## src/rcg_pkg.sv

```systemverilog
// Purpose: shared constants and types for the reference clock generator
// Assumes: one 32-bit control word on an APB slave
// Notes:   field positions follow the control word layout
package rcg_pkg;

    // register map
    localparam logic [11:0] RCG_CTRL_OFFSET   = 12'h000;
    localparam logic [31:0] RCG_CTRL_RESET    = 32'h0000_0000;

    // control word field positions
    localparam int          RCG_DIV_LSB       = 16;
    localparam int          RCG_DIV_W         = 15;
    localparam int          RCG_ON_BIT        = 15;
    localparam int          RCG_STOP_IN_IDLE_BIT      = 13;
    localparam int          RCG_OE_BIT        = 12;
    localparam int          RCG_RUN_IN_SLEEP_BIT      = 11;
    localparam int          RCG_SW_BIT        = 9;
    localparam int          RCG_ACT_BIT       = 8;
    localparam int          RCG_SEL_LSB       = 0;
    localparam int          RCG_SEL_W         = 4;

    // sources whose selection makes run-in-sleep meaningless
    localparam logic [3:0]  RCG_SEL_SYS       = 4'h0;
    localparam logic [3:0]  RCG_SEL_PBUS      = 4'h1;

    localparam logic [14:0] RCG_DIV_BYPASS    = 15'h0000;

    typedef struct packed {
        logic [14:0] divide_value;
        logic        on;
        logic        stop_in_idle;
        logic        out_en;
        logic        run_in_sleep;
        logic        divider_switch;
        logic [3:0]  source_select;
    } rcg_ctrl_s;

    typedef struct packed {
        rcg_ctrl_s   ctrl;
        logic [14:0] div_act;
        logic [3:0]  sel_act;
        logic [31:0] prdata;
    } rcg_state_s;

    typedef struct packed {
        logic [14:0] count;
        logic        src_prev;
        logic        clk_out;
    } rcg_div_s;

endpackage

```

## src/rcg_divider.sv

```systemverilog
// Purpose: divides a sampled source level by twice a divide value
// Assumes: source is a level sampled on CLK, slower than half of CLK
// Notes:   boundary marks a point where the ratio may change glitch-free
`timescale 1ns/1ps
module rcg_divider
    import rcg_pkg::*;
(
    // clock and reset
    input  wire logic        clk,
    input  wire logic        rst_n,
    // control
    input  wire logic        run,
    input  wire logic        src,
    input  wire logic [14:0] div_val,
    // result
    output logic             clk_out,
    output logic             boundary
);

    rcg_div_s st_q;
    rcg_div_s st_d;
    logic     rise;

    assign rise = src & ~st_q.src_prev;

    always_comb begin
        st_d          = st_q;
        st_d.src_prev = src;
        boundary      = 1'b0;
        if (!run) begin
            st_d.count   = '0;
            st_d.clk_out = 1'b0;
            boundary     = 1'b1;
        end else if (div_val == RCG_DIV_BYPASS) begin
            st_d.count   = '0;
            st_d.clk_out = src;
            boundary     = 1'b1;
        end else if (rise) begin
            if (st_q.count >= div_val - 15'h0001) begin
                st_d.count   = '0;
                st_d.clk_out = ~st_q.clk_out;
                // switch only after a full high+low pair
                boundary     = st_q.clk_out;
            end else begin
                st_d.count = st_q.count + 15'h0001;
            end
        end
    end

    always_ff @(posedge clk or negedge rst_n) begin
        if (!rst_n) begin
            st_q <= '0;
        end else begin
            st_q <= st_d;
        end
    end

    assign clk_out = st_q.clk_out;
endmodule

```

## src/rcg_top.sv

```systemverilog
// Purpose: reference clock generator with APB control word
// Assumes: source levels and power-mode inputs synchronous to CLK
// Notes:   zero-wait APB slave; read data captured in the setup cycle
//
// Summary of operation
// - fifteen-bit divide value in bits 30..16 sets the source division
// - bit 15 enables the generator; zero holds it disabled
// - stop-in-idle bit 13 halts the generator while the chip idles
// - output-enable bit 12 drives the reference clock onto its pin
// - run-in-sleep bit 11 keeps the output running during sleep
// - run-in-sleep ignored when source select is 0000 or 0001
// - bit 9 reads one while a divider change is pending
// - while enabled, new divider and source take effect only on switch
// - read-only bit 8 shows whether a clock request is active
// - bits 31, 14, 10 and 7..4 read as zero
//
// Our own choices: the placing of the registers and register access over APB.
`timescale 1ns/1ps
module rcg_top
    import rcg_pkg::*;
#(
    parameter int NSRC   = 16,
    parameter int ADDR_W = 12
)(
    // clock and reset
    input  wire logic              CLK,
    input  wire logic              RESET_N,
    // apb slave
    input  wire logic              PSEL,
    input  wire logic              PENABLE,
    input  wire logic              PWRITE,
    input  wire logic [ADDR_W-1:0] PADDR,
    input  wire logic [31:0]       PWDATA,
    output logic [31:0]            PRDATA,
    output logic                   PREADY,
    output logic                   PSLVERR,
    // clock sources and power modes
    input  wire logic [NSRC-1:0]   SRC_CLK,
    input  wire logic              IDLE_MODE,
    input  wire logic              SLEEP_MODE,
    // reference output pin and internal copy
    output logic                   REF_CLK,
    output logic                   REFERENCE_OUTPUT_PIN_O,
    output logic                   REFERENCE_OUTPUT_PIN_OE
);

    rcg_state_s  st_q;
    rcg_state_s  st_d;
    logic        hit;
    logic        wr_acc;
    logic        setup;
    logic        idle_halt;
    logic        sleep_halt;
    logic        run;
    logic        src_lvl;
    logic        boundary;
    logic        ref_q;
    logic [31:0] rd_word;

    ////////////////////////////////////////////////////////////////////
    // bus decode

    assign hit    = PADDR == RCG_CTRL_OFFSET[ADDR_W-1:0];
    assign setup  = PSEL & ~PENABLE;
    assign wr_acc = PSEL & PENABLE & PWRITE & hit;

    // no wait states; a miss answers with an error and zero data
    assign PREADY  = 1'b1;
    assign PSLVERR = PSEL & PENABLE & ~hit;
    assign PRDATA  = st_q.prdata;

    ////////////////////////////////////////////////////////////////////
    // run conditions

    assign idle_halt = IDLE_MODE & st_q.ctrl.stop_in_idle;

    // the system and bus sources stop in sleep anyway, so the bit is moot
    always_comb begin
        if (st_q.sel_act == RCG_SEL_SYS || st_q.sel_act == RCG_SEL_PBUS) begin
            sleep_halt = SLEEP_MODE;
        end else begin
            sleep_halt = SLEEP_MODE & ~st_q.ctrl.run_in_sleep;
        end
    end

    assign run = st_q.ctrl.on & ~idle_halt & ~sleep_halt;

    // out-of-range select reads as a silent source
    always_comb begin
        if (int'(st_q.sel_act) < NSRC) begin
            src_lvl = SRC_CLK[st_q.sel_act];
        end else begin
            src_lvl = 1'b0;
        end
    end

    ////////////////////////////////////////////////////////////////////
    // readback word

    always_comb begin
        rd_word                                    = '0;
        rd_word[RCG_DIV_LSB +: RCG_DIV_W]          = st_q.ctrl.divide_value;
        rd_word[RCG_ON_BIT]                        = st_q.ctrl.on;
        rd_word[RCG_STOP_IN_IDLE_BIT]                      = st_q.ctrl.stop_in_idle;
        rd_word[RCG_OE_BIT]                        = st_q.ctrl.out_en;
        rd_word[RCG_RUN_IN_SLEEP_BIT]                      = st_q.ctrl.run_in_sleep;
        rd_word[RCG_SW_BIT]                        = st_q.ctrl.divider_switch;
        rd_word[RCG_ACT_BIT]                       = run;
        rd_word[RCG_SEL_LSB +: RCG_SEL_W]          = st_q.ctrl.source_select;
    end

    ////////////////////////////////////////////////////////////////////
    // next state

    always_comb begin
        st_d = st_q;

        if (setup) begin
            st_d.prdata = hit && !PWRITE ? rd_word : 32'h0000_0000;
        end

        if (wr_acc) begin
            st_d.ctrl.divide_value  = PWDATA[RCG_DIV_LSB +: RCG_DIV_W];
            st_d.ctrl.on            = PWDATA[RCG_ON_BIT];
            st_d.ctrl.stop_in_idle  = PWDATA[RCG_STOP_IN_IDLE_BIT];
            st_d.ctrl.out_en        = PWDATA[RCG_OE_BIT];
            st_d.ctrl.run_in_sleep  = PWDATA[RCG_RUN_IN_SLEEP_BIT];
            st_d.ctrl.source_select = PWDATA[RCG_SEL_LSB +: RCG_SEL_W];
            // writing zero leaves a pending switch alone
            st_d.ctrl.divider_switch = st_q.ctrl.divider_switch
                                       | PWDATA[RCG_SW_BIT];
        end

        if (!st_q.ctrl.on) begin
            // disabled: new ratio applies at once, switch has nothing to wait for
            st_d.div_act = st_q.ctrl.divide_value;
            st_d.sel_act = st_q.ctrl.source_select;
            if (!(wr_acc && PWDATA[RCG_SW_BIT])) begin
                st_d.ctrl.divider_switch = 1'b0;
            end
        end else if (st_q.ctrl.divider_switch && boundary) begin
            // load at a cycle boundary so the pin never sees a runt pulse
            st_d.div_act = st_q.ctrl.divide_value;
            st_d.sel_act = st_q.ctrl.source_select;
            // a fresh set in the same cycle wins over the completion
            if (!(wr_acc && PWDATA[RCG_SW_BIT])) begin
                st_d.ctrl.divider_switch = 1'b0;
            end
        end
    end

    always_ff @(posedge CLK or negedge RESET_N) begin
        if (!RESET_N) begin
            // reset word is in bus layout, not struct layout, so take it field by field
            st_q                     <= '0;
            st_q.ctrl.divide_value   <= RCG_CTRL_RESET[RCG_DIV_LSB +: RCG_DIV_W];
            st_q.ctrl.on             <= RCG_CTRL_RESET[RCG_ON_BIT];
            st_q.ctrl.stop_in_idle   <= RCG_CTRL_RESET[RCG_STOP_IN_IDLE_BIT];
            st_q.ctrl.out_en         <= RCG_CTRL_RESET[RCG_OE_BIT];
            st_q.ctrl.run_in_sleep   <= RCG_CTRL_RESET[RCG_RUN_IN_SLEEP_BIT];
            st_q.ctrl.divider_switch <= RCG_CTRL_RESET[RCG_SW_BIT];
            st_q.ctrl.source_select  <= RCG_CTRL_RESET[RCG_SEL_LSB +: RCG_SEL_W];
        end else begin
            st_q <= st_d;
        end
    end

    ////////////////////////////////////////////////////////////////////
    // divider and pin

    rcg_divider u_div (
        .clk      (CLK),
        .rst_n    (RESET_N),
        .run      (run),
        .src      (src_lvl),
        .div_val  (st_q.div_act),
        .clk_out  (ref_q),
        .boundary (boundary)
    );

    assign REF_CLK                 = ref_q;
    assign REFERENCE_OUTPUT_PIN_O  = ref_q & st_q.ctrl.out_en;
    assign REFERENCE_OUTPUT_PIN_OE = st_q.ctrl.on & st_q.ctrl.out_en;
endmodule

```

## config.mk

```make
export PLATFORM = sky130hd
export DESIGN_NAME = rcg_top
export DESIGN_NICKNAME = d
export VERILOG_FILES = /design/src/rcg_pkg.sv /design/src/rcg_divider.sv /design/src/rcg_top.sv
export SDC_FILE = /design/constraint.sdc
export NUM_CORES = 1
export LEC_CHECK = 0
export BUFFER_PORTS_ARGS = -buffer_cell sky130_fd_sc_hd__buf_4
export CORE_MARGIN = 2
export CORE_UTILIZATION = 40
export CTS_CLUSTER_DIAMETER = 200
export DETAILED_ROUTE_END_ITERATION = 12
export PLACE_DENSITY = 0.66
export SLEW_MARGIN = 20
export SYNTH_ARGS = -nofsm -noshare
export SYNTH_HDL_FRONTEND = slang
export SYNTH_SLANG_ARGS = --single-unit
```

## constraint.sdc

```tcl
create_clock -name CLK -period 6.6 [get_ports CLK]
set_clock_uncertainty 0.1 [all_clocks]
set_input_delay 1.98 -clock CLK [delete_from_list [all_inputs] [get_ports CLK]]
set_output_delay 1.98 -clock CLK [all_outputs]
set_load 0.05 [all_outputs]
```

==> results of run 1 <==
==> logic make-up after synthesis <==
logic type | count (synthesis)
compound gates | 77
xor+xnor | 13
fa+ha+maj | 17
buf+inv | 53
flops | 85
mux | 47
other cells | 2
simple gates | 92
==> sequential cells by signal, summed over array words and instances (netlist names) <==
name,flops
PRDATA,25
rd_word,24
st_q,19
u_div.clk_out,1
u_div.st_q,16
==> final cells by class <==
| type | instances | area [µm²] | area share |
|---|---|---|---|
| clock buffer | 13 | 240 | 0.0448 |
| clock inverter | 2 | 35.0 | 0.00653 |
| inverter | 10 | 37.5 | 0.00700 |
| multi-input combinational | 254 | 2080 | 0.387 |
| sequential | 85 | 2130 | 0.396 |
| tap | 140 | 175 | 0.0326 |
| timing repair buffer | 89 | 672 | 0.125 |
==> worst reg2reg max path, cell delays in order, from the launching register on <==
cell and delay, ps:
dfrtp_1 430, or4_1 580, nor3_1 220, nand4_1 210, nor3_1 220, xnor2_1 150
ha_1 240, and4_1 210, a221oi_1 250, o21ai_0 290, and3_4 290, a21oi_4 620
mux2_2 420
==> metrics by stage <==
stage          std cells  area [µm²]  utilization  worst slack (ps)
4_1_cts              593        5360        0.490              1570
3_5_place_dp         578        5090        0.465              1580
5_1_grt              593        5370        0.491              1530
3_3_place_gp         578        5080        0.465              1610
6_report             593        5370        0.491              1590
2_1_floorplan        392        4540            -              1800
==> cells in the mapped netlist, drive strengths merged <==
cell type,n
nor2b,5
o211a,1
o41a,1
mux2,42
a21oi,13
dfrtp,85
a2bb2oi,1
mux4,4
a22o,35
o21ai,12
a21o,5
conb,2
nor3,7
and3,7
a32o,1
or3,1
o31a,1
nand2,18
nand2b,3
nor4,7
nor3b,1
clkbuf,8
a31oi,1
or2,1
o22ai,1
nor4b,1
or2b,1
nor2,19
nand4,4
buf,35
inv,10
mux2i,1
and2,5
o2bb2ai,1
xor2,3
a221oi,2
xnor2,10
nand3,9
or4,2
o31ai,2
ha,17
and4,1
==> routing by layer <==
| layer | track usage | wire length, µm | vias up |
|---|---|---|---|
| li1 | - | - | 1500 |
| met1 | 0.206 | 4080 | 1567 |
| met2 | 0.252 | 4500 | 68 |
| met3 | 0.0265 | 367 | 12 |
| met4 | 0.0795 | 192 | 0 |
| met5 | 0 | 0 | - |
==> power breakdown <==
group	leakage [nW]	internal (mW)	switching [mW]
clock	0.134	0.291	0.188
sequential	1.19	0.522	0.000483
combinational	1.46	0.0273	0.0327
==> worst min path at each step <==
stage	from	to
3_3_place_gp	PRDATA[19]$_DFFE_PN0P_	PRDATA[19]$_DFFE_PN0P_
6_report	PRDATA[9]$_DFFE_PN0P_	PRDATA[9]$_DFFE_PN0P_
2_1_floorplan	PRDATA[0]$_DFFE_PN0P_	PRDATA[0]$_DFFE_PN0P_
5_1_grt	PRDATA[26]$_DFFE_PN0P_	PRDATA[26]$_DFFE_PN0P_
4_1_cts	PRDATA[26]$_DFFE_PN0P_	PRDATA[26]$_DFFE_PN0P_
3_5_place_dp	PRDATA[23]$_DFFE_PN0P_	PRDATA[23]$_DFFE_PN0P_
==> results.yml, run 1 <==
critical_path:
  crit_buf_inv: 2
  required_ps: 4520
  worstPathMaxFanout: 3
  end_kind: "primary output"
  regToRegSetupSlack_ps: 2250
  timing.critical_path.cells: "buf_4 > nor4_1 > nand3_1 > and3_1 > buf_4"
  path_delay_family: "simple AND/OR/NAND/NOR gates"
  reg2regPathDepth: 12
  cp-start-kind: "primary input"
  crit_path_frequent_cell: "buf_4"
  max_stage_delay_ps: 270
  r2r_end: "st_q[33]$_DFFE_PN0P_"
  cp_slowest_cell: "nor4_1"
  arrival_ps: 2930
  setup.worst_path.end: "PSLVERR"
  crit_type: "in -> out"
  reg2reg_from: "st_q[38]$_DFFE_PN0P_"
  crit_cells: 5
  startpoint: "PADDR[2]"
grt:
  grtUsageTotal: 0.157
  antenna_found_initial: 0
  grt_max_degree: 86
  grt_pass1_wl_um: 14800
  grt_pass1_vias: 3113
  overflow: 0
synthesis:
  synth_adder_area_share: 0.0471
  yosys.area_share.simple: 0.109
  synth_area_um2: 4520
  synth_compound_area_frac: 0.133
  syn-mean-instance-area_um2: 11.7
  yosysTopAreaCellShare: 0.471
  synth_top_family_by_area: "multiplexers"
  yosysTopAreaCell: "dfrtp_1"
  synth.area.mux_share: 0.138
  synthTopCellsByArea: "dfrtp_1 (47%), mux2_2 (8.2%), a22o_1 (6.8%)"
  yosys_warnings: 0
  ys_types: 51
  synth-seq-cells: 85
  synthCells: 386
  synth_seq_area_share: 0.471
  synthXorXnorAreaFrac: 0.0252
place:
  place_congestion: 0.784
  hpwl_um: 6570
  port-buffer-count: 87
routing:
  routed_via_density: 5.31
  drc: 0
  num_vias: 3147
  wire_per_inst_um: 15.4
  ant_nets: 0
  drtPass1Iterations: 4
  drt-total-wl_um: 9140
  first_iter_violations: 114
cells_and_area:
  area_growth_pct: 18.8
  fillers: 1010
  drive_gt1_frac: 0.342
  diodes: 0
  layout_common_cells: "buf_4 (88), dfrtp_1 (85), a22o_1 (35), mux2_2 (33)"
  nets: 533
  final_common_cell: "buf_4"
timing:
  setup_tns_ps: 0
  worst_slew_pin_slew_ps: 774
  hold_slack_ps: 404
  relSlewSlack: 0.483
  setup_viol: 0
  hold_viol: 0
  rsz0062_at_grt: "false"
  drv_slew: 0
  timing.final.crit_share: 0.760
  max_freq_ghz: 0.199
  period_needed_ps: 5010
floorplan:
  io_pins: 104
  die_h_um: 110
  rows: 38
  die_w_um: 110
  dieArea_um2: 12200
  start_util: 0.413
  core_um2: 10900
power:
  ir_drop_mv: 0.0952
  pwr_density_cell_nw_per_um2: 198
  leakagePower_nw: 2.78
  finalPower_mw: 1.06
cts:
  clk_pin_slew_ps: 60
  post-cts-setup-buffer-count: 0
  cts_tree: "built"
  hold_buffers: 0
  h-tree-depth: 3
  clock-sinks: 85
  cts_buffer_depth: 2
  cts-root-buf: "clkbuf_16"
  cts_made_buffers: 9
  clock_latency_ps: 330
  cts_resized: 0
outcome:
  status: "complete, no violations"
hold_path:
  min_path_type: "reg -> reg"
  hold-path-cell-count: 1
job:
  max_cap_violations: 0
No activity file was read; power rests on OpenSTA's default activity.
==> run 2: changes to the inputs <==
clock period = 4.8 ns   (was 6.6 ns; I/O delays follow)
==> results.yml, run 2 (same netlist as run 1, synthesis figures left out) <==
outcome:
  status: "complete, no violations"
cts:
  clock-sinks: 85
  cts-root-buf: "clkbuf_16"
  cts_made_buffers: 9
  hold_buffers: 0
  clk_pin_slew_ps: 60
  cts_buffer_depth: 2
  cts_tree: "built"
  cts_resized: 0
  h-tree-depth: 3
  post-cts-setup-buffer-count: 0
  clock_latency_ps: 340
cells_and_area:
  fillers: 1005
  area_growth_pct: 20.0
  drive_gt1_frac: 0.354
  diodes: 0
  layout_common_cells: "buf_4 (91), dfrtp_1 (85), a22o_1 (35), mux2_2 (33)"
  largest_register_ff_count: 25
  final_area_um2: 5420
  final-seq-area_um2: 2130
  final_common_cell: "buf_4"
  fin_cells: 597
  nets: 536
  multi_input_area_um2: 2080
routing:
  num_vias: 3184
  routed_via_density: 5.33
  drt-total-wl_um: 9240
  ant_nets: 0
  wire_per_inst_um: 15.5
  drtPass1Iterations: 6
  first_iter_violations: 110
  drc: 0
timing:
  hold_slack_ps: 408
  setup_tns_ps: 0
  timing.final.crit_share: 0.880
  hold_viol: 0
  worst_slack_ps: 577
  worst_slew_pin_slew_ps: 763
  setup_viol: 0
  drv_slew: 0
  max_freq_ghz: 0.237
  rsz0062_at_grt: "false"
  period_needed_ps: 4220
  relSlewSlack: 0.491
critical_path:
  required_ps: 4930
  timing.critical_path.cells: "nor4_1 > nand4_1 > nor4_1 > nor2_1 > ha_1 > and4_1 > a221oi_1 > o21ai_0 > and3_4 > a21oi_4 > buf_4 > mux2_2"
  max_stage_delay_ps: 530
  worstPathMaxFanout: 19
  crit_buf_inv: 1
  path_delay_family: "simple AND/OR/NAND/NOR gates"
  cp-start-kind: "flop"
  crit_type: "reg -> reg"
  crit_path_frequent_cell: "nor4_1"
  end_kind: "flop"
  arrival_ps: 4350
  cp_slowest_cell: "nor4_1"
power:
  ir_drop_mv: 0.166
  leakagePower_nw: 2.80
  pwr_density_cell_nw_per_um2: 278
place:
  place_congestion: 0.784
  hpwl_um: 6630
  dp_cells: 581
  placed_area_um2: 5110
  port-buffer-count: 87
  dp_slack_ps: 612
floorplan:
  dieArea_um2: 12200
  io_pins: 104
  start_util: 0.413
  core_um2: 10900
  die_h_um: 110
  rows: 38
  die_w_um: 110
grt:
  grt_pass1_vias: 3227
  grtUsageTotal: 0.162
  grt_max_degree: 86
  overflow: 0
  antenna_found_initial: 0
  grt_pass1_wl_um: 15200
hold_path:
  min_path_type: "reg -> reg"
job:
  max_cap_violations: 0
run 2: cell count changes in the layout (fill, tap and decap cells not counted), sizes merged:
cell      previous run  this run
buf                 89        92
clkbuf              13        10
clkinv               1         0
clkinvlp             0         3
inv                 10        12
run 2: path summary, 6_finish.rpt:
kind	from	end	slack [ps]	cells past startpoint
setup / recovery	st_q[38]$_DFFE_PN0P_	st_q[37]$_DFFE_PN0P_	580	12
hold / removal	PRDATA[9]$_DFFE_PN0P_	PRDATA[9]$_DFFE_PN0P_	410	1
setup reg to reg	st_q[38]$_DFFE_PN0P_	st_q[37]$_DFFE_PN0P_	580	12
hold reg to reg	PRDATA[9]$_DFFE_PN0P_	PRDATA[9]$_DFFE_PN0P_	410	1
max in group asynchronous	RESET_N	PRDATA[12]$_DFFE_PN0P_	3040	1
min in group asynchronous	RESET_N	PRDATA[21]$_DFFE_PN0P_	1050	1
run 2: stage by stage:
step / power (mW) / utilization
6_report: 1.51 / 0.496
5_1_grt: 1.57 / 0.496
4_1_cts: 1.53 / 0.495
3_5_place_dp: 0.816 / 0.467
3_3_place_gp: 0.814 / 0.467
2_1_floorplan: 0.766 / -
run 2: layer usage:
layer	vias to the layer above	track usage	wire (µm)
li1	1515	-	-
met5	-	0	0
met3	11	0.0312	388
met1	1585	0.214	4090
met2	73	0.261	4570
met4	0	0.0705	178
run 2: layout make-up:
class                           instances  area share
Timing Repair Buffer                   92       0.128
Clock buffer                           10      0.0441
Multi-Input combinational cell        254       0.383
Inverter                               10     0.00693
Tap cell                              140      0.0323
Sequential cell                        85       0.393
Clock inverter                          6      0.0129
run 2: power breakdown:
group          internal (mW)  total, mW  switching, mW  leakage, nW
registers              0.717      0.718       0.000674         1.19
clock network          0.421      0.708          0.287        0.142
logic                 0.0380     0.0832         0.0451         1.47
total                   1.18       1.51          0.333         2.80
